## src/pkg/fp_exp_defines.svh

```systemverilog
`ifndef FP_EXP_DEFINES_SVH
`define FP_EXP_DEFINES_SVH

// ----------------------------------------------------------------
// exponent format
// ----------------------------------------------------------------
`define EXP_W          8
`define EXP_BIAS       8'h80
`define EXP_ALL_ONES   8'hFF
`define EXP_ZERO       8'h00

// ----------------------------------------------------------------
// field bit positions
// ----------------------------------------------------------------
`define EA_SEL_A_BIT   3
`define EA_ROM_BIT     2
`define EA_F1_BIT      1
`define EA_F0_BIT      0
`define ER_B1_BIT      1
`define ER_B0_BIT      0
`define LATCH_SIGN_BIT 15

// ----------------------------------------------------------------
// constant rom addresses and contents
// ----------------------------------------------------------------
`define ROM_ADDR_ADD_S  5'h08
`define ROM_ADDR_ADD_D  5'h03
`define ROM_ADDR_MUL_S  5'h0E
`define ROM_ADDR_MUL_D  5'h06
`define ROM_ADDR_DIV_S  5'h01
`define ROM_ADDR_DIV_D  5'h1D
`define ROM_ADDR_FLT    5'h11
`define ROM_ADDR_FIX    5'h15
`define ROM_VAL_ADD_S   8'hE9
`define ROM_VAL_ADD_D   8'hD1
`define ROM_VAL_MUL_S   8'h0A
`define ROM_VAL_MUL_D   8'h16
`define ROM_VAL_DIV_S   8'h18
`define ROM_VAL_DIV_D   8'h30
`define ROM_VAL_CONV    8'h8F

// ----------------------------------------------------------------
// reset values
// ----------------------------------------------------------------
`define RST_EXP        8'h00
`define RST_CNT        8'h00

`endif

```

## src/pkg/fp_exp_pkg.sv

```systemverilog
package fp_exp_pkg;

  // exponent alu function, value equals the two select lines {b,a}
  typedef enum logic [1:0] {
    FN_PASS_INC = 2'h0,
    FN_ADD      = 2'h1,
    FN_SUB      = 2'h2,
    FN_DEC      = 2'h3
  } alu_fn_type;

  // division exponent class
  typedef enum logic [2:0] {
    DC_IN_RANGE  = 3'h0,
    DC_COND_OVF  = 3'h1,
    DC_OVERFLOW  = 3'h3,
    DC_UNDERFLOW = 3'h2,
    DC_COND_UNF  = 3'h6
  } div_class_type;

endpackage

```

## src/logic/fp_exponent_control.sv

```systemverilog
`timescale 1ns/1ps
`include "fp_exp_defines.svh"
// What this block does
// - divide forms e1 minus e2 plus 128
// - e plus one carry flags all-ones exponent
// - first carry flag groups divide classes
// - exponent bit 7 splits overflow from underflow
// - clamp or increment final divide exponent
// - interrupt on divide overflow or underflow
// - add/sub-128 carry depends on exponent sign
// - inverted sign bit feeds alu a msb
// - otherwise any alu carry sets flag
// - normalize with zero exponent sets flag
// - select a drives s0 s3, b s1 s2
// - add field code picks alu function
// - negative single operand turns add into subtract
// - carry-in high for subtract, not complement
// - add field bits 3,2 give a plus one
// - register field 01 loads exponent register
// - register field 11 loads shift counter
// - register field 10 loads counter if carry low
// - count only in align, multiply, divide steps
// - near-zero when counter bits 1-6 zero
// - add field bit 2 reads rom by opcode
// - rom holds per-instruction constants
// - exponents are 8-bit excess-128 codes
// - normalize counts exponent down each register strobe
module fp_exponent_control #(
  parameter int EXP_W = `EXP_W,
  parameter int CNT_W = 8
) (
  input  wire logic             sys_clk,
  input  wire logic             rstn,
  input  wire logic             register_clock_strobe,
  input  wire logic [3:0]       exp_add_field,
  input  wire logic [1:0]       exp_reg_field,
  input  wire logic             add_sub_128_ctl,
  input  wire logic             normalize_uop,
  input  wire logic             align_uop,
  input  wire logic             main_mult_uop,
  input  wire logic             main_div_uop,
  input  wire logic             load_exp_from_latch,
  input  wire logic             double_prec_sel,
  input  wire logic [15:0]      data_latch,
  input  wire logic [4:0]       instr_reg,
  input  wire logic             shift_clock,
  input  wire logic             div_classify,
  input  wire logic             div_finalize,
  input  wire logic             quotient_ge_one,
  output logic                  exp_carry_flag,
  output logic [EXP_W-1:0]      exp_reg,
  output logic [CNT_W-1:0]      shift_cnt,
  output logic                  exp_is_zero,
  output logic                  count_near_zero,
  output logic                  fp_interrupt,
  output logic [2:0]            div_class
);

  // ----------------------------------------------------------------
  // state registers
  // ----------------------------------------------------------------
  // declared ahead of the datapath, which reads several of them
  logic                 carry_q, carry_d;          // exponent carry flag
  logic [EXP_W-1:0]     exp_reg_q, exp_reg_d;      // exponent register
  logic [CNT_W-1:0]     shift_cnt_q, shift_cnt_d;  // shift / iteration counter
  logic                 irq_q, irq_d;              // one-cycle interrupt pulse
  logic [2:0]           class_q, class_d;          // divide class, bit 0 first flag
  logic                 zero_q, zero_d;            // exponent equals zero
  logic                 near_q, near_d;            // counter bits 1-6 are zero

  // ----------------------------------------------------------------
  // datapath decode
  // ----------------------------------------------------------------
  logic                 latch_bit_fifteen;  // sign of single operand
  logic [1:0]           fn_code;            // effective function code
  logic                 exp_func_sel_a;     // to s0 and s3
  logic                 exp_func_sel_b;     // to s1 and s2
  logic                 exp_alu_carry_in;   // alu carry input
  logic [EXP_W-1:0]     rom_out;            // constant store output
  logic [EXP_W-1:0]     a_in;               // alu a operand
  logic [EXP_W-1:0]     b_in;               // alu b operand
  logic                 exp_sign_bit;       // top bit of exponent
  logic                 inverted_msb_to_alu;
  logic [EXP_W:0]       alu_sum;            // carry plus result
  logic                 exp_alu_carry_out;
  logic                 exp_reg_load;
  logic                 shift_cnt_load;
  logic                 shift_cnt_count_en;
  logic                 rom_en;

  // loose bits pulled out of the wider inputs
  assign latch_bit_fifteen = data_latch[`LATCH_SIGN_BIT];
  assign exp_sign_bit      = exp_reg_q[EXP_W-1];
  assign rom_en            = exp_add_field[`EA_ROM_BIT];

  // ----------------------------------------------------------------
  // constant store
  // ----------------------------------------------------------------
  // eight per-instruction constants: alignment limits, iteration
  // counts and the conversion exponent; unlisted opcodes read zero
  // so a stray read cannot look like a valid limit
  always_comb begin
    case (instr_reg)
      `ROM_ADDR_ADD_S: rom_out = `ROM_VAL_ADD_S;
      `ROM_ADDR_ADD_D: rom_out = `ROM_VAL_ADD_D;
      `ROM_ADDR_MUL_S: rom_out = `ROM_VAL_MUL_S;
      `ROM_ADDR_MUL_D: rom_out = `ROM_VAL_MUL_D;
      `ROM_ADDR_DIV_S: rom_out = `ROM_VAL_DIV_S;
      `ROM_ADDR_DIV_D: rom_out = `ROM_VAL_DIV_D;
      `ROM_ADDR_FLT:   rom_out = `ROM_VAL_CONV;
      `ROM_ADDR_FIX:   rom_out = `ROM_VAL_CONV;
      default:         rom_out = `EXP_ZERO;
    endcase
  end

  // ----------------------------------------------------------------
  // alu control and operand select
  // ----------------------------------------------------------------
  // function select, carry-in and operand muxes
  // carry-in follows the raw field, not the converted code: a converted
  // add keeps carry low and so yields the ones complement it needs
  always_comb begin
    fn_code = exp_add_field[1:0];
    // negative single operand: add becomes subtract to undo complement
    if (!load_exp_from_latch && !double_prec_sel && latch_bit_fifteen &&
        fn_code == fp_exp_pkg::FN_ADD) begin
      fn_code = fp_exp_pkg::FN_SUB;
    end
    exp_func_sel_a = fn_code[0];
    exp_func_sel_b = fn_code[1];
    // subtract needs carry; complement (a=0 path) stays ones complement
    exp_alu_carry_in = (exp_add_field[1] & ~exp_add_field[0])
                     | (exp_add_field[3] & exp_add_field[2]);
    inverted_msb_to_alu = add_sub_128_ctl ? ~exp_sign_bit : exp_sign_bit;
    // a: exponent register with its top bit maybe flipped, else rom or zero
    if (exp_add_field[`EA_SEL_A_BIT]) begin
      a_in = {inverted_msb_to_alu, exp_reg_q[EXP_W-2:0]};
    end else if (rom_en) begin
      a_in = rom_out;
    end else begin
      a_in = `EXP_ZERO;
    end
    // exponent from latch, else the shift counter
    // double takes the upper latch byte, single the bits under the sign
    if (!load_exp_from_latch) begin
      b_in = double_prec_sel ? data_latch[15:8] : data_latch[14:7];
    end else begin
      b_in = shift_cnt_q[EXP_W-1:0];
    end
    // the alu sees only its two select lines, as the real part would
    case (fp_exp_pkg::alu_fn_type'({exp_func_sel_b, exp_func_sel_a}))
      fp_exp_pkg::FN_ADD: alu_sum = {1'b0, a_in} + {1'b0, b_in}
                                  + {{EXP_W{1'b0}}, exp_alu_carry_in};
      // a minus b: a + ~b + cin, carry means no borrow
      fp_exp_pkg::FN_SUB: alu_sum = {1'b0, a_in} + {1'b0, ~b_in}
                                  + {{EXP_W{1'b0}}, exp_alu_carry_in};
      fp_exp_pkg::FN_DEC: alu_sum = {1'b0, a_in} + {1'b0, `EXP_ALL_ONES}
                                  + {{EXP_W{1'b0}}, exp_alu_carry_in};
      default:            alu_sum = {1'b0, a_in}
                                  + {{EXP_W{1'b0}}, exp_alu_carry_in};
    endcase
  end

  // carry out of bit 7: no borrow on subtract, wrap on add
  assign exp_alu_carry_out = alu_sum[EXP_W];
  // a is e plus/minus 128 and b the other exponent: result is excess-128
  assign exp_reg_load   = ~exp_reg_field[`ER_B1_BIT] & exp_reg_field[`ER_B0_BIT];
  assign shift_cnt_count_en = align_uop | main_mult_uop | main_div_uop;

  // ----------------------------------------------------------------
  // shift counter load and next-state logic
  // ----------------------------------------------------------------

  // counter load: 11 always, 10 only with carry low (negate negative count)
  // the carry test uses the flag as it stands before this strobe, so
  // a subtract in the same step cannot gate its own counter load
  always_comb begin
    shift_cnt_load = 1'b0;
    if (exp_reg_field[`ER_B1_BIT] && exp_reg_field[`ER_B0_BIT]) begin
      shift_cnt_load = 1'b1;
    end else if (exp_reg_field[`ER_B1_BIT] && !carry_q) begin
      shift_cnt_load = 1'b1;
    end
  end

  // next-state for flag, exponent, counter and division class
  // priority: add/sub-128, then normalize, then plain alu carry; the
  // finalize step overrides the exponent last so a clamp always wins
  always_comb begin
    carry_d     = carry_q;
    exp_reg_d   = exp_reg_q;
    shift_cnt_d = shift_cnt_q;
    irq_d       = 1'b0;
    class_d     = class_q;
    if (register_clock_strobe) begin
      // carry flag source
      // each step kind picks its own carry source
      if (add_sub_128_ctl) begin
        // excess code: bit 7 high means the first exponent is not negative,
        // then a carry means out of range; otherwise a borrow does
        carry_d = exp_sign_bit ? exp_alu_carry_out : ~exp_alu_carry_out;
        if (exp_reg_load) begin
          exp_reg_d = alu_sum[EXP_W-1:0];
        end
      end else if (normalize_uop) begin
        carry_d = zero_q ? 1'b1 : carry_q;
        exp_reg_d = exp_reg_q - 8'h01;
      end else begin
        carry_d = exp_alu_carry_out;
        if (exp_reg_load) begin
          exp_reg_d = alu_sum[EXP_W-1:0];
        end
      end
      // classify during the e+1 test: first flag held in class_q[0]
      // the alu is doing e+1 here, so its carry is the all-ones test
      // hard groups raise the interrupt; conditional ones wait for finalize
      if (div_classify) begin
        if (class_q[0]) begin
          if (exp_alu_carry_out) begin
            class_d = fp_exp_pkg::DC_COND_UNF;
          end else if (exp_reg_q[EXP_W-1]) begin
            class_d = fp_exp_pkg::DC_UNDERFLOW;
          end else begin
            class_d = fp_exp_pkg::DC_OVERFLOW;
          end
        end else begin
          class_d = exp_alu_carry_out ? fp_exp_pkg::DC_COND_OVF
                                      : fp_exp_pkg::DC_IN_RANGE;
        end
        // interrupt only for hard overflow/underflow groups
        irq_d = class_q[0] & ~exp_alu_carry_out;
      end else if (add_sub_128_ctl) begin
        // capture the first flag for the later classification step
        class_d = {2'b00, carry_d};
      end
      if (div_finalize) begin
        case (class_q)
          fp_exp_pkg::DC_OVERFLOW:  exp_reg_d = `EXP_ALL_ONES;
          fp_exp_pkg::DC_UNDERFLOW: exp_reg_d = `EXP_ZERO;
          fp_exp_pkg::DC_COND_OVF:  exp_reg_d = `EXP_ALL_ONES;
          // e1-e2 = -129 stays at the floor whatever the quotient
          fp_exp_pkg::DC_COND_UNF:  exp_reg_d = `EXP_ZERO;
          default:                  exp_reg_d = quotient_ge_one ? exp_reg_q + 8'h01
                                                                : exp_reg_q;
        endcase
      end
      if (shift_cnt_load) begin
        // zero-extend when the counter is wider than the alu
        shift_cnt_d = CNT_W'(alu_sum[EXP_W-1:0]);
      end
    end
    // shift clocks count down in the three counting steps only; a load
    // strobe wins, and the count stops at zero instead of wrapping
    if (shift_clock && shift_cnt_count_en &&
        !(register_clock_strobe && shift_cnt_load) && shift_cnt_q != '0) begin
      shift_cnt_d = shift_cnt_q - {{(CNT_W-1){1'b0}}, 1'b1};
    end
    zero_d = (exp_reg_d == `EXP_ZERO);
    near_d = (shift_cnt_d[6:1] == 6'h00);
  end

  // ----------------------------------------------------------------
  // registers
  // ----------------------------------------------------------------
  // registers only; reset clears the carry flag, exponent, counter, interrupt and class
  // zero and near flags reset high to match the cleared exp and count
  always_ff @(posedge sys_clk or negedge rstn) begin
    if (!rstn) begin
      carry_q     <= 1'b0;
      exp_reg_q   <= `RST_EXP;
      shift_cnt_q <= `RST_CNT;
      irq_q       <= 1'b0;
      class_q     <= 3'h0;
      zero_q      <= 1'b1;
      near_q      <= 1'b1;
    end else begin
      carry_q     <= carry_d;
      exp_reg_q   <= exp_reg_d;
      shift_cnt_q <= shift_cnt_d;
      irq_q       <= irq_d;
      class_q     <= class_d;
      zero_q      <= zero_d;
      near_q      <= near_d;
    end
  end

  // ----------------------------------------------------------------
  // outputs
  // ----------------------------------------------------------------
  // outputs straight from flops
  // no logic between flop and pin, so outputs settle right after the edge
  assign exp_carry_flag  = carry_q;
  assign exp_reg         = exp_reg_q;
  assign shift_cnt       = shift_cnt_q;
  assign exp_is_zero     = zero_q;
  assign count_near_zero = near_q;
  assign fp_interrupt    = irq_q;
  assign div_class       = class_q;

endmodule // fp_exponent_control

```

## config.mk

```make
export PLATFORM = sky130hd
export DESIGN_NAME = fp_exponent_control
export DESIGN_NICKNAME = d
export VERILOG_FILES = /design/src/pkg/fp_exp_pkg.sv /design/src/logic/fp_exponent_control.sv
export VERILOG_INCLUDE_DIRS = /design/src /design/src/pkg
export SDC_FILE = /design/constraint.sdc
export NUM_CORES = 1
export LEC_CHECK = 0
export ABC_AREA = 0
export BUFFER_PORTS_ARGS = -buffer_cell sky130_fd_sc_hd__buf_4
export CORE_MARGIN = 1
export CORE_UTILIZATION = 55
export CTS_CLUSTER_SIZE = 40
export DETAILED_ROUTE_END_ITERATION = 7
export HOLD_SLACK_MARGIN = 0.1
export PLACE_DENSITY = 0.79
export SLEW_MARGIN = 20
export SYNTH_ARGS = -nofsm -noshare
export SYNTH_HDL_FRONTEND = slang
export SYNTH_SLANG_ARGS = --single-unit
```

## constraint.sdc

```tcl
create_clock -name sys_clk -period 3.9 [get_ports sys_clk]
set_clock_uncertainty 0.1 [all_clocks]
set_input_delay 0.585 -clock sys_clk [delete_from_list [all_inputs] [get_ports sys_clk]]
set_output_delay 0.585 -clock sys_clk [all_outputs]
set_load 0.005 [all_outputs]
```

Yosys cells after proc, flatten, opt, wreduce, memory -nomap -nowiden
Memory sizes are Yosys's and may differ from the RTL's.
Index checks and enable logic that the tools add are counted.
{"block": "word_totals", "reg_bits": 23, "romBits": 256, "input_bits": 41, "output_inout_bits": 23, "word_cells": 93, "mem_count": 1}
{"block": "classes", "addsub": 10, "n_eq_ne": 8, "mux": 31, "bitwise": 12, "n_reduce_logical": 23}
{"memory": "(name not given)", "words": 32, "word_bits": 8, "rd": 1, "rd_ports_with_merged_regs": 0, "wr": 0, "line_no": "fp_exponent_control.sv:103", "text": "case (instr_reg)"}
{"operator": "$mux W8", "count": 13}
{"operator": "$add A9 B1 Y9", "count": 3}
{"operator": "$pmux W9 S3", "count": 1}
{"operator": "$add A8 B8 Y9", "count": 2}
{"operator": "$pmux W8 S2", "count": 1}
{"operator": "$sub A8 B1 Y8 const B", "count": 2}
{"operator": "$mux W3", "count": 4}
{"operator": "$mux W1", "count": 11}
{"operator": "$add A8 B1 Y9", "count": 1}
{"operator": "$add A8 B8 Y9 const B", "count": 1}
{"operator": "$logic_and A1 B1 Y1", "count": 9}
{"operator": "$add A8 B1 Y8 const B", "count": 1}
{"operator": "$logic_not A8 Y1", "count": 1}
{"operator": "$not A8 Y8", "count": 1}
{"operator": "$reduce_bool A8 Y1", "count": 1}
{"operator": "$eq A3 B2 Y1 const B", "count": 2}
{"operator": "$logic_not A6 Y1", "count": 1}
{"operator": "$reduce_bool A2 Y1", "count": 3}
{"operator": "$and A1 B1 Y1", "count": 4}
{"operator": "$eq A2 B1 Y1 const B", "count": 2}
{"operator": "$eq A2 B2 Y1 const B", "count": 2}
{"operator": "$logic_not A1 Y1", "count": 4}
{"operator": "$not A1 Y1", "count": 4}
{"operator": "$reduce_and A2 Y1", "count": 2}
{"operator": "5 further kinds", "count": 8}

Logic depth before layout (Yosys ltp)
Gate-level depths: netlist (run 1).
{"block": "depth", "depth_word": 13, "ltp_mapped": 22, "mapped_depth_nobuf": 20}

Least setup slack after synthesis (run 1)
Ideal clock, no wire load.
{"block": "synth_timing", "kind": "in2reg", "startpoint": "input instr_reg[0]", "endpoint": "register zero_q (netlist: exp_is_zero)", "setup_ns": 0.090, "arrival_time_ns": 4.155, "required_time_ns": 3.710, "setup_slack_ns": -0.445, "cell_stages": 17, "n_path_buf": 1, "path_cell_list": "buf_2 > or3b_1 > a21o_1 > nand2_1 > a22o_1 > inv_1 > fa_1 > inv_1 > fa_1 > inv_1 > o311ai_1 > a221o_1 > nor3_1 > or4b_1 > a2111oi_0 > a21oi_1 > nor4_2"}
{"block": "synth_via", "elab_chain_cells": 12, "elab_cells_between_ends": 17, "classes_between": "add/sub: 7; mux: 8; reduce/logical: 1; memory: 1"}
{"element": "start, declared", "line_no": "fp_exponent_control.sv:45", "text": "input wire logic [4:0] instr_reg,"}
{"element": "$mem_v2 Z32 W8 *"}
{"element": "$mux W8 *", "line_no": "fp_exponent_control.sv:138", "text": "end else if (rom_en) begin"}
{"element": "$mux W8 *", "line_no": "fp_exponent_control.sv:136", "text": "if (exp_add_field[`EA_SEL_A_BIT]) begin"}
{"element": "$add A8 B8 Y9 (on tied branches)", "line_no": "fp_exponent_control.sv:157, fp_exponent_control.sv:152, fp_exponent_control.sv:155"}
{"element": "$add A9 B1 Y9 (on tied branches)", "line_no": "fp_exponent_control.sv:157, fp_exponent_control.sv:153, fp_exponent_control.sv:156"}
{"element": "$pmux W9 S3 *", "line_no": "fp_exponent_control.sv:151", "text": "case (fp_exp_pkg::alu_fn_type'({exp_func_sel_b, exp_func_sel_a}))"}
{"element": "$mux W8 *", "line_no": "fp_exponent_control.sv:202, fp_exponent_control.sv:210"}
{"element": "$mux W8", "line_no": "fp_exponent_control.sv:205", "text": "end else if (normalize_uop) begin"}
{"element": "$mux W8 *", "line_no": "fp_exponent_control.sv:198", "text": "if (add_sub_128_ctl) begin"}
{"element": "$mux W8 *", "line_no": "fp_exponent_control.sv:236", "text": "if (div_finalize) begin"}
{"element": "$mux W8 *", "line_no": "fp_exponent_control.sv:195", "text": "if (register_clock_strobe) begin"}
{"element": "via exp_reg_d[6]", "line_no": "fp_exponent_control.sv:64", "text": "logic [EXP_W-1:0] exp_reg_q, exp_reg_d;"}
{"element": "$logic_not A8 Y1 (no source line) *"}
{"element": "via zero_d", "line_no": "fp_exponent_control.sv:68", "text": "logic zero_q, zero_d;"}
{"element": "end signal, assigned", "line_no": "fp_exponent_control.sv:282", "text": "zero_q <= zero_d;"}
{"element": "end, declared", "line_no": "fp_exponent_control.sv:68"}
The timed path passes the listed nets; every way through them passes the cells marked *.
A chain may end at the register's enable or synchronous reset.

Worst setup path in the final report (run 1)
{"block": "layout_timing", "startpoint": "input instr_reg[1]", "endpoint": "register class_q[0] (netlist: div_class[0])"}
{"block": "layout_via", "elab_chain_cells": 11, "elab_cells_between_ends": 20, "classes_between": "add/sub: 7; mux: 11; bitwise: 1; memory: 1"}
{"element": "$mem_v2 Z32 W8 *"}
{"element": "$mux W8 *", "line_no": "fp_exponent_control.sv:138"}
{"element": "$mux W8 *", "line_no": "fp_exponent_control.sv:136"}
{"element": "$add A8 B8 Y9 (on tied branches)", "line_no": "fp_exponent_control.sv:157, fp_exponent_control.sv:152, fp_exponent_control.sv:155"}
{"element": "$add A9 B1 Y9 (on tied branches)", "line_no": "fp_exponent_control.sv:157, fp_exponent_control.sv:153, fp_exponent_control.sv:156"}
{"element": "$pmux W9 S3 *", "line_no": "fp_exponent_control.sv:151"}
{"element": "$not A1 Y1", "line_no": "fp_exponent_control.sv:201", "text": "carry_d = exp_sign_bit ? exp_alu_carry_out : ~exp_alu_carry_out;"}
{"element": "$mux W1", "line_no": "fp_exponent_control.sv:201"}
{"element": "$mux W1", "line_no": "fp_exponent_control.sv:198"}
{"element": "$mux W3", "line_no": "fp_exponent_control.sv:232", "text": "end else if (add_sub_128_ctl) begin"}
{"element": "$mux W3 *", "line_no": "fp_exponent_control.sv:217", "text": "if (div_classify) begin"}
{"element": "end signal, assigned", "line_no": "fp_exponent_control.sv:281", "text": "class_q <= class_d;"}
{"element": "end, declared", "line_no": "fp_exponent_control.sv:67", "text": "logic [2:0] class_q, class_d;"}
Every way passes the cells marked *; elsewhere a longest branch is shown, timed or not. The select of a mux whose other input is x is not followed.

==> results of run 1 <==
[Yosys cell counts, drive strengths merged (8+ instances only)]
| cell type | count | area [um2] |
|---|---|---|
| a21o | 8 | 60.1 |
| a21oi | 25 | 125 |
| a22oi | 9 | 72.6 |
| buf | 12 | 70.1 |
| clkbuf | 19 | 71.3 |
| dfrtp | 21 | 526 |
| ha | 23 | 288 |
| inv | 31 | 116 |
| mux2i | 16 | 160 |
| nand2 | 51 | 191 |
| nand2b | 13 | 81.3 |
| nand3 | 22 | 115 |
| nor2 | 33 | 124 |
| nor2b | 8 | 50.1 |
| nor3 | 13 | 65.1 |
| nor4 | 8 | 56.3 |
| o211ai | 9 | 77.6 |
| o21ai | 27 | 135 |
| o31ai | 8 | 60.1 |
| xnor2 | 10 | 87.6 |
[layout by cell type (no fill, tap or decap), types with 6 or more instances in the layout]
cell and count:
a31oi_1 7, mux2i_1 15, nor3_1 12, a21o_1 8, a21oi_2 6, inv_1 28, o211ai_1 7, nand2b_1 13
nor2b_1 8, o31ai_1 7, o21bai_1 7, buf_4 146, nand2_1 51, dfrtp_1 21, o21ai_0 24, ha_1 22
xnor2_1 10, xor2_1 6, nand3_1 21, nor2_1 32, a21oi_1 19
[cell families (layout without fill, tap and decap cells)]
logic type      Yosys count  after routing  share of synthesized area [%]
flops                    23             23                           16.1
xor+xnor                 16             16                           3.91
fa+ha+maj                27             27                           10.3
buf+inv                  62            187                           7.18
simple gates            198            198                           29.9
mux                      17             17                           4.78
compound gates          143            143                           27.9
[routing by layer]
metal | part of all wire (%) | global-route usage, %
met5 | 0 | 0
met4 | 4.2 | 16.6
met3 | 8.6 | 6.45
met2 | 47 | 57.1
met1 | 40 | 43.3
[path summary, 6_finish.rpt]
check / endpoint / slack, ns
min reg2reg: div_class[1]$_DFFE_PN0P_ / 0.43
max: div_class[0]$_DFFE_PN0P_ / -0.11
max in group asynchronous: exp_is_zero$_DFF_PN1_ / 3.32
max reg2reg: div_class[0]$_DFFE_PN0P_ / 0.29
min: div_class[1]$_DFFE_PN0P_ / 0.1
min in group sys_clk: div_class[1]$_DFFE_PN0P_ / 0.43
[through the flow]
stage | instance area (um2) | hold slack, ns | std cells | utilization [%]
global placement | 4640 | 0.393 | 673 | 73.5
finish | 4930 | 0.0972 | 688 | 78.1
global route | 4930 | 0.112 | 688 | 78.1
CTS | 4830 | 0.102 | 686 | 76.5
floorplan | 3660 | 0.189 | 486 | -
detailed placement | 4640 | 0.399 | 673 | 73.5
[power by group]
part,internal (W),switching [W],total (W)
Sequential,0.000337,0.000143,0.000480
Combinational,0.00110,0.00116,0.00226
Clock,0.0000715,0.0000835,0.000155
Total,0.00151,0.00138,0.00289
[area by class of cell]
class	instances	area (um2)	area share (%)
Sequential cell	23	578	11.7
Clock inverter	1	5.00	0.102
Clock buffer	3	41.3	0.838
Inverter	31	116	2.36
Timing Repair Buffer	152	1170	23.7
Multi-Input combinational cell	401	2930	59.3
Tap cell	77	96.3	1.95
[what timing repair did]
| action | 4_1_cts | 5_1_grt |
|---|---|---|
| hold endpoints to repair | 0 | 0 |
| endpoints found under the setup margin | 3 | 6 |
| gates resized for setup | 16 | 19 |
| cloned | 0 | 0 |
| pin swaps | 10 | 12 |
| hold buffers | 0 | 0 |
| buffers inserted | 9 | 4 |
==> reports/metrics.cfg, run 1 <==
[run_status]
run_status=finished, violations left
failed_checks=setup timing

[yosys]
yosys_warnings=0
synth_nets=554
avgSynthCellArea_um2=7.38
ys_ff_latch=23
syn_area_um2=3590
ys_types=79
ys_seq_area_share_pct=16.1
synth_ff_type=dfrtp_1
synth_edf_count=0
syn_inst=486
async_flop_share_pct=100

[pwr]
leakage_nw=2.27
ir_drop_uv=358
p_per_area_nw_per_um2=587
p_total_w=0.00289

[detailed_routing]
finalWirelength_mm=12.3
ant_nets=0
vias=4369
drc=0
wire_per_inst_um=17.8
drtIter0Drc=362
viasPerCell=6.35
firstDrtPassIters=7

[timing]
rsz0062_at_grt=true
worst_pin_slew_ns=1.38
finalHoldViolCount=0
finalWorstSetupSlack_ns=-0.114
finalCritPeriodShare_pct=103
fmax_ghz=0.249
relSlewSlack_pct=7.37
setup_tns_ns=-0.235
finalSetupViolations=4
layout_min_cycle_time_ns=4.01
finalMaxSlewViolations=0

[die]
die_area_um2=6850
start_util_pct=56.8
coreArea_um2=6310
die_x_um=82.8
die_h_um=82.8
io_pins=64
num_rows=29

[clock_network]
clk_latency_ns=0.27
clock_sinks=23
htree_levels=1
ctsRootBufferMaster=clkbuf_8
numCtsBuffers=3
cts_tree=yes
cts_buffer_depth=2
clk_pin_slew_ns=0.09

[final_layout]
num-fill-cells=439
nets=680
area_delta_synth_final_pct=37.4
drive_gt1_share_pct=33.2
num_antenna_cells=0

[job]
max_cap_viol_count=0

[critical_path]
path_buf_inv=5
reg2regPathDepth=18
slowest_delay_ns=0.39
endpoint_kind=flop
r2r_start=exp_reg[0]$_DFF_PN0_
cpMostUsedCell=inv_2
cp.required_ns=3.96
path_cells=buf_8 -> or3b_4 -> a21o_1 -> nand2_1 -> a22o_1 -> inv_2 -> fa_2 -> inv_2 -> fa_2 -> inv_2 -> o311ai_4 -> a221o_1 -> buf_4 -> a21oi_2 -> o21bai_1 -> a22oi_2 -> and3_4 -> ha_4 -> nand3b_1 -> a21oi_1 -> a21oi_1 -> o31ai_1
cp-startpoint=instr_reg[1]
worst_ep_arrival_time_ns=4.07
critPathSlowestCell=or3b_4
crit_type=in2reg
start_kind=primary input
cpLargestDelayFamily=compound AO/OA/AOI/OAI gates
cp.depth=22
cp_max_fo=5

[global_routing]
overflow=0
grt_pass1_wl_mm=18.1
grt_max_degree=26
antenna_found_initial=0
grt_usage_pct=34.6
grt_pass1_vias=3929

[min_path]
hold_class=in2async

[placed_design]
dp_hpwl_mm=9.16
port_buffers=56
gp_congestion=0.966
dp_slack_ns=-0.410

Power figures use the tool's default switching activity.
==> inputs of run 2 (changes only) <==
--- a/config.mk
+++ b/config.mk
@@ -8,12 +8,14 @@
 export LEC_CHECK = 0
 export ABC_AREA = 0
 export BUFFER_PORTS_ARGS = -buffer_cell sky130_fd_sc_hd__buf_4
+export CELL_PAD_IN_SITES_DETAIL_PLACEMENT = 1
+export CELL_PAD_IN_SITES_GLOBAL_PLACEMENT = 2
 export CORE_MARGIN = 1
-export CORE_UTILIZATION = 55
+export CORE_UTILIZATION = 33
 export CTS_CLUSTER_SIZE = 40
 export DETAILED_ROUTE_END_ITERATION = 7
 export HOLD_SLACK_MARGIN = 0.1
-export PLACE_DENSITY = 0.79
+export PLACE_DENSITY = 0.87
 export SLEW_MARGIN = 20
 export SYNTH_ARGS = -nofsm -noshare
 export SYNTH_HDL_FRONTEND = slang
==> run 2 against run 1 <==
  * The run still ends with setup timing left
  * Core utilization shrank 30 points
  * Largest power group unchanged
  * Hold slack better by 0.34 ns
  * Sequential share of layout area fell by 0.21 points
==> reports/metrics.cfg, run 2 (synthesis gave the netlist of run 1 again) <==
[die]
die_h_um=106
coreArea_um2=10400
num_rows=37
die_area_um2=11300
start_util_pct=34.5
io_pins=64
die_x_um=106

[critical_path]
endpoint_kind=flop
r2r_start=exp_reg[2]$_DFF_PN0_
cp.required_ns=4.00
crit_type=in2reg
start_kind=primary input
cp_max_fo=6
cp-startpoint=instr_reg[0]
worst_ep_arrival_time_ns=4.04

[placed_design]
place_area_um2=4750
dp_hpwl_mm=11.4
port_buffers=56
gp_congestion=0.883
place_inst=736

[final_layout]
area_delta_synth_final_pct=39.9
num_antenna_cells=0
final_common_cell=buf_4
final_cells=750
final_area_um2=5020
final_cell_mix=buf_4, nand2_1, nor2_1, inv_1, o21ai_0
drive_gt1_share_pct=33.4
nets=683

[timing]
finalMaxSlewViolations=0
finalCritPeriodShare_pct=101
finalSetupViolations=1
finalWorstSetupSlack_ns=-0.0348
layout_min_cycle_time_ns=3.93
rsz0062_at_grt=true
finalHoldViolCount=0
setup_tns_ns=-0.0348
relSlewSlack_pct=19.1
fmax_ghz=0.254
worst_pin_slew_ns=1.21

[detailed_routing]
drc=0
wire_per_inst_um=19.0
viasPerCell=5.77
drtIter0Drc=251
ant_nets=0
firstDrtPassIters=4
vias=4329
finalWirelength_mm=14.2

[run_status]
failed_checks=setup timing
run_status=finished, violations left

[clock_network]
htree_levels=1
clock_sinks=23
clk_latency_ns=0.28
numCtsBuffers=3
cts_tree=yes
clk_pin_slew_ns=0.10
cts_buffer_depth=2
ctsRootBufferMaster=clkbuf_8

[pwr]
p_per_area_nw_per_um2=580
ir_drop_uv=245
leakage_nw=2.28

[min_path]
hp-start=div_class[1]$_DFFE_PN0P_
hold_class=reg2reg

[global_routing]
grt_usage_pct=25.7
overflow=0
grt_pass1_vias=4616
grt_max_degree=26
grt_pass1_wl_mm=23.2
antenna_found_initial=0

[job]
max_cap_viol_count=0

run 2: cell types whose count changed in the layout (fill, tap and decap cells not counted), moves of 2 or more:
cell | before | now
a22oi_2 | 4 | 2
buf_6 | 5 | 2
buf_4 | 146 | 151
a22oi_1 | 5 | 7
run 2: area by class of cell:
| type | instances | area [um2] |
|---|---|---|
| inverter | 31 | 116 |
| multi-input combinational | 401 | 2930 |
| fill | 1320 | 5400 |
| timing repair buffer | 155 | 1180 |
| clock inverter | 1 | 5.00 |
| sequential | 23 | 578 |
| tap | 136 | 170 |
| clock buffer | 3 | 41.3 |
run 2: power breakdown:
group          switching [W]  internal, W  total [W]
Clock              0.0000902    0.0000718   0.000162
Combinational        0.00119      0.00109    0.00227
Sequential          0.000144     0.000337   0.000481
Total                0.00142      0.00149    0.00291
run 2: metal layers:
| metal | track usage [%] | up-vias | wire [um] |
|---|---|---|---|
| met1 | 32.4 | 2155 | 6240 |
| li1 | - | 2059 | - |
| met4 | 8.63 | 0 | 373 |
| met2 | 45.8 | 92 | 7260 |
| met5 | 0 | - | 0 |
| met3 | 2.21 | 23 | 380 |
run 2: per-stage QoR:
step / setup WS (ns) / hold WS, ns / power [W] / utilization (%)
after global routing: -0.128 / 0.464 / 0.00313 / 48.2
final: -0.0348 / 0.437 / 0.00291 / 48.2
after CTS: -0.0479 / 0.441 / 0.00284 / 47.4
after detailed placement: -0.470 / 0.403 / 0.00256 / 45.6
after global placement: -0.363 / 0.392 / 0.00248 / 45.6
after floorplan: -0.116 / 0.189 / 0.00158 / -
run 2: worst max-delay path: stages:
cell and delay [ns]:
buf_8 0.10, or3b_4 0.39, a21o_1 0.18, nand2_1 0.06, a22o_1 0.19, inv_2 0.06
fa_2 0.35, inv_2 0.07, fa_2 0.18, inv_2 0.05, o311ai_4 0.24, buf_4 0.17
o22ai_2 0.07, o21bai_1 0.25, nand4_1 0.15, buf_4 0.16, o21ba_1 0.19, or4_4 0.44
nor4_4 0.14
run 2: path summary, 6_finish.rpt:
kind                                             end  slack, ns  cells after the start
max reg2reg                 div_class[0]$_DFFE_PN0P_       0.22                     18
max in group asynchronous  count_near_zero$_DFF_PN1_       2.75                      2
min reg2reg                 div_class[1]$_DFFE_PN0P_       0.44                      2
min in group asynchronous       exp_reg[1]$_DFF_PN0_       0.65                      2
max                            exp_is_zero$_DFF_PN1_      -0.03                     19
min                         div_class[1]$_DFFE_PN0P_       0.44                      2
run 2: timing repair:
| item | 4_1_cts | 5_1_grt |
|---|---|---|
| pin swaps | 22 | 9 |
| buffers inserted | 7 | 3 |
| resized for setup | 19 | 13 |
| hold buffers | 1 | 0 |
| setup endpoints to repair | 3 | 8 |
| hold endpoints to repair | 13 | 0 |
==> inputs of run 3 (changes only) <==
--- a/config.mk
+++ b/config.mk
@@ -6,16 +6,16 @@
 export SDC_FILE = /design/constraint.sdc
 export NUM_CORES = 1
 export LEC_CHECK = 0
-export ABC_AREA = 0
+export ABC_AREA = 1
 export BUFFER_PORTS_ARGS = -buffer_cell sky130_fd_sc_hd__buf_4
 export CELL_PAD_IN_SITES_DETAIL_PLACEMENT = 1
 export CELL_PAD_IN_SITES_GLOBAL_PLACEMENT = 2
 export CORE_MARGIN = 1
-export CORE_UTILIZATION = 33
+export CORE_UTILIZATION = 30
 export CTS_CLUSTER_SIZE = 40
 export DETAILED_ROUTE_END_ITERATION = 7
 export HOLD_SLACK_MARGIN = 0.1
-export PLACE_DENSITY = 0.87
+export PLACE_DENSITY = 0.86
 export SLEW_MARGIN = 20
 export SYNTH_ARGS = -nofsm -noshare
 export SYNTH_HDL_FRONTEND = slang
==> run 3 against run 2 <==
  * The run ends with DRC left
  * Non-clock buffer count down 74
  * Sequential share of layout area rose by 1.6 points
  * Area after synthesis grew 1.0%
  * Final cell count is 9.7% higher
  * Largest cell class unchanged
  * Largest power group unchanged
  * Highest routed layer unchanged
==> reports/metrics.cfg, run 3 <==
[yosys]
synth.most_common_cell=nand2_1
syn_inst=610
synth_edf_count=0
avgSynthCellArea_um2=5.94
yosys.area.top_type=nand2_1
yosys_warnings=0
synth_ff_type=dfrtp_1
yosys-top-cells-area=nand2_1, dfrtp_1, inv_1, nand3_1, ha_1
synth_top_area_share_pct=16.3
ys_ff_latch=23
synth_common_cells=nand2_1, inv_1, nand3_1
synth_nets=678
ys_seq_area_share_pct=15.9
ys_types=48
syn_area_um2=3620
async_flop_share_pct=100

[timing]
worst_pin_slew_ns=0.527
relSlewSlack_pct=64.4
finalCritPeriodShare_pct=92.6
setup_tns_ns=0
finalSetupViolations=0
finalMaxSlewViolations=0
rsz0062_at_grt=false
finalHoldViolCount=0
layout_min_cycle_time_ns=3.61
fmax_ghz=0.277

[die]
io_pins=64
num_rows=39
die_h_um=112
start_util_pct=31.2
coreArea_um2=11600
die_x_um=112
die_area_um2=12500

[clock_network]
clock_sinks=23
ctsRootBufferMaster=clkbuf_16
cts_hold_buf=0
clk_pin_slew_ns=0.07
clk_latency_ns=0.27
numCtsBuffers=3
htree_levels=1
cts_buffer_depth=2
cts_tree=yes

[pwr]
ir_drop_uv=202
seqPwrFrac_pct=23.8
netSwitchingPower_w=0.000899
power.internal_w=0.000911
swShare_pct=49.6
p_per_area_nw_per_um2=409
leakage_nw=2.29
clock_power_share_pct=13.0
p_comb_share_pct=63.2

[critical_path]
start_kind=primary input
endpoint_kind=flop
worst_ep_arrival_time_ns=3.70
cp.required_ns=3.99
crit_type=in2reg
cp-startpoint=instr_reg[3]
cp_max_fo=3
reg2reg_setup_slack_ns=0.62
r2r_start=exp_reg[0]$_DFF_PN0_

[min_path]
hold_class=in2async

[detailed_routing]
wire_per_inst_um=15.4
drc=1
drtIter0Drc=162
ant_nets=0
finalWirelength_mm=12.7
viasPerCell=5.06
vias=4161
firstDrtPassIters=8

[global_routing]
grt_pass1_wl_mm=21.3
antenna_found_initial=0
grt_usage_pct=21.0
grt_max_degree=24
overflow=0
grt_pass1_vias=4352

[final_layout]
final_area_um2=4420
drive_gt1_share_pct=18.7
area_delta_synth_final_pct=22.0
final_common_cell=nand2_1
num_antenna_cells=0
final_cell_mix=nand2_1, inv_1, buf_4, nand3_1, nor2_1
nets=749

[run_status]
failed_checks=DRC
run_status=finished, violations left

[placed_design]
dp_hpwl_mm=10.5
port_buffers=56
gp_congestion=0.857
place_area_um2=4320

[job]
max_cap_viol_count=0

run 3: cell count changes after synthesis, sizes merged, moves of 13 or more:
cell,before,now
nand2,51,166
inv,31,97
nand3,22,61
a21oi,25,55
nor2,33,57
o21ai,27,44
mux2i,16,0
nand2b,13,0
run 3: worst max-delay path, stage by stage:
cell	delay, ns
buf_4	0.11
inv_1	0.10
nor2_2	0.06
a21oi_2	0.13
nand2_1	0.07
nand3_1	0.08
nand2_1	0.05
o21ai_1	0.11
inv_1	0.10
fa_2	0.39
fa_2	0.38
nand4_1	0.10
nand3_1	0.12
a21oi_1	0.15
nor2_1	0.05
o21ai_0	0.15
nand2_1	0.07
inv_1	0.07
nand3_2	0.11
inv_1	0.10
ha_1	0.24
o22ai_2	0.19
nand2_1	0.07
a21oi_1	0.12
run 3: final timing paths:
path                                              to  cells past startpoint
max in group asynchronous  count_near_zero$_DFF_PN1_                      1
hold / removal                shift_cnt[4]$_DFF_PN0_                      1
setup reg to reg            div_class[0]$_DFFE_PN0P_                     17
hold reg to reg             shift_cnt[0]$_DFFE_PN0P_                      2
min in group sys_clk        shift_cnt[0]$_DFFE_PN0P_                      2
setup / recovery            div_class[0]$_DFFE_PN0P_                     24
run 3: timing repair:
| item | CTS | global route |
|---|---|---|
| buffers inserted | 0 | 1 |
| setup endpoints to repair | 0 | 4 |
| resized for setup | 0 | 6 |
run 3: power groups by stage:
stage               logic, W  clock network, W  registers, W
floorplan           0.000734                 0      0.000389
global placement     0.00109                 0      0.000433
detailed placement   0.00113                 0      0.000435
CTS                  0.00114          0.000241      0.000432
global route         0.00129          0.000250      0.000446
finish               0.00114          0.000235      0.000431
run 3: cell type report:
type                            count  area, um2
Sequential cell                    23        578
Clock inverter                      1       5.00
Fill cell                        1592       7190
Inverter                           97        367
Tap cell                          143        179
Timing Repair Buffer               81        608
Multi-Input combinational cell    475       2610
Clock buffer                        3       75.1
run 3: cell families after synthesis:
kind of cell	Yosys count	synth area share [%]
AND/OR/NAND/NOR	315	39.3
adder cells (fa/ha/maj)	27	10.1
flip-flops	23	15.9
XOR/XNOR	12	2.90
AO/OA/AOI/OAI	121	19.3
buffers and inverters	112	12.4
run 3: metrics by stage:
step	hold WS [ns]	util, %	instances	power [W]	setup slack (ns)
final	0.115	38.1	823	0.00181	0.290
after detailed placement	0.414	37.2	818	0.00157	-0.184
after global placement	0.403	37.2	818	0.00152	-0.0621
after CTS	0.129	37.9	822	0.00181	0.0941
after floorplan	0.189	-	610	0.00112	0.146
after global routing	0.133	38.1	823	0.00199	0.00536
run 3: per-layer routing:
| metal | up-vias | global-route usage (%) | share of wire, % |
|---|---|---|---|
| li1 | 2119 | - | - |
| met1 | 1969 | 26.4 | 46 |
| met2 | 57 | 37.8 | 50 |
| met3 | 16 | 1.47 | 2.1 |
| met4 | 0 | 7.12 | 2.3 |
| met5 | - | 0 | 0 |
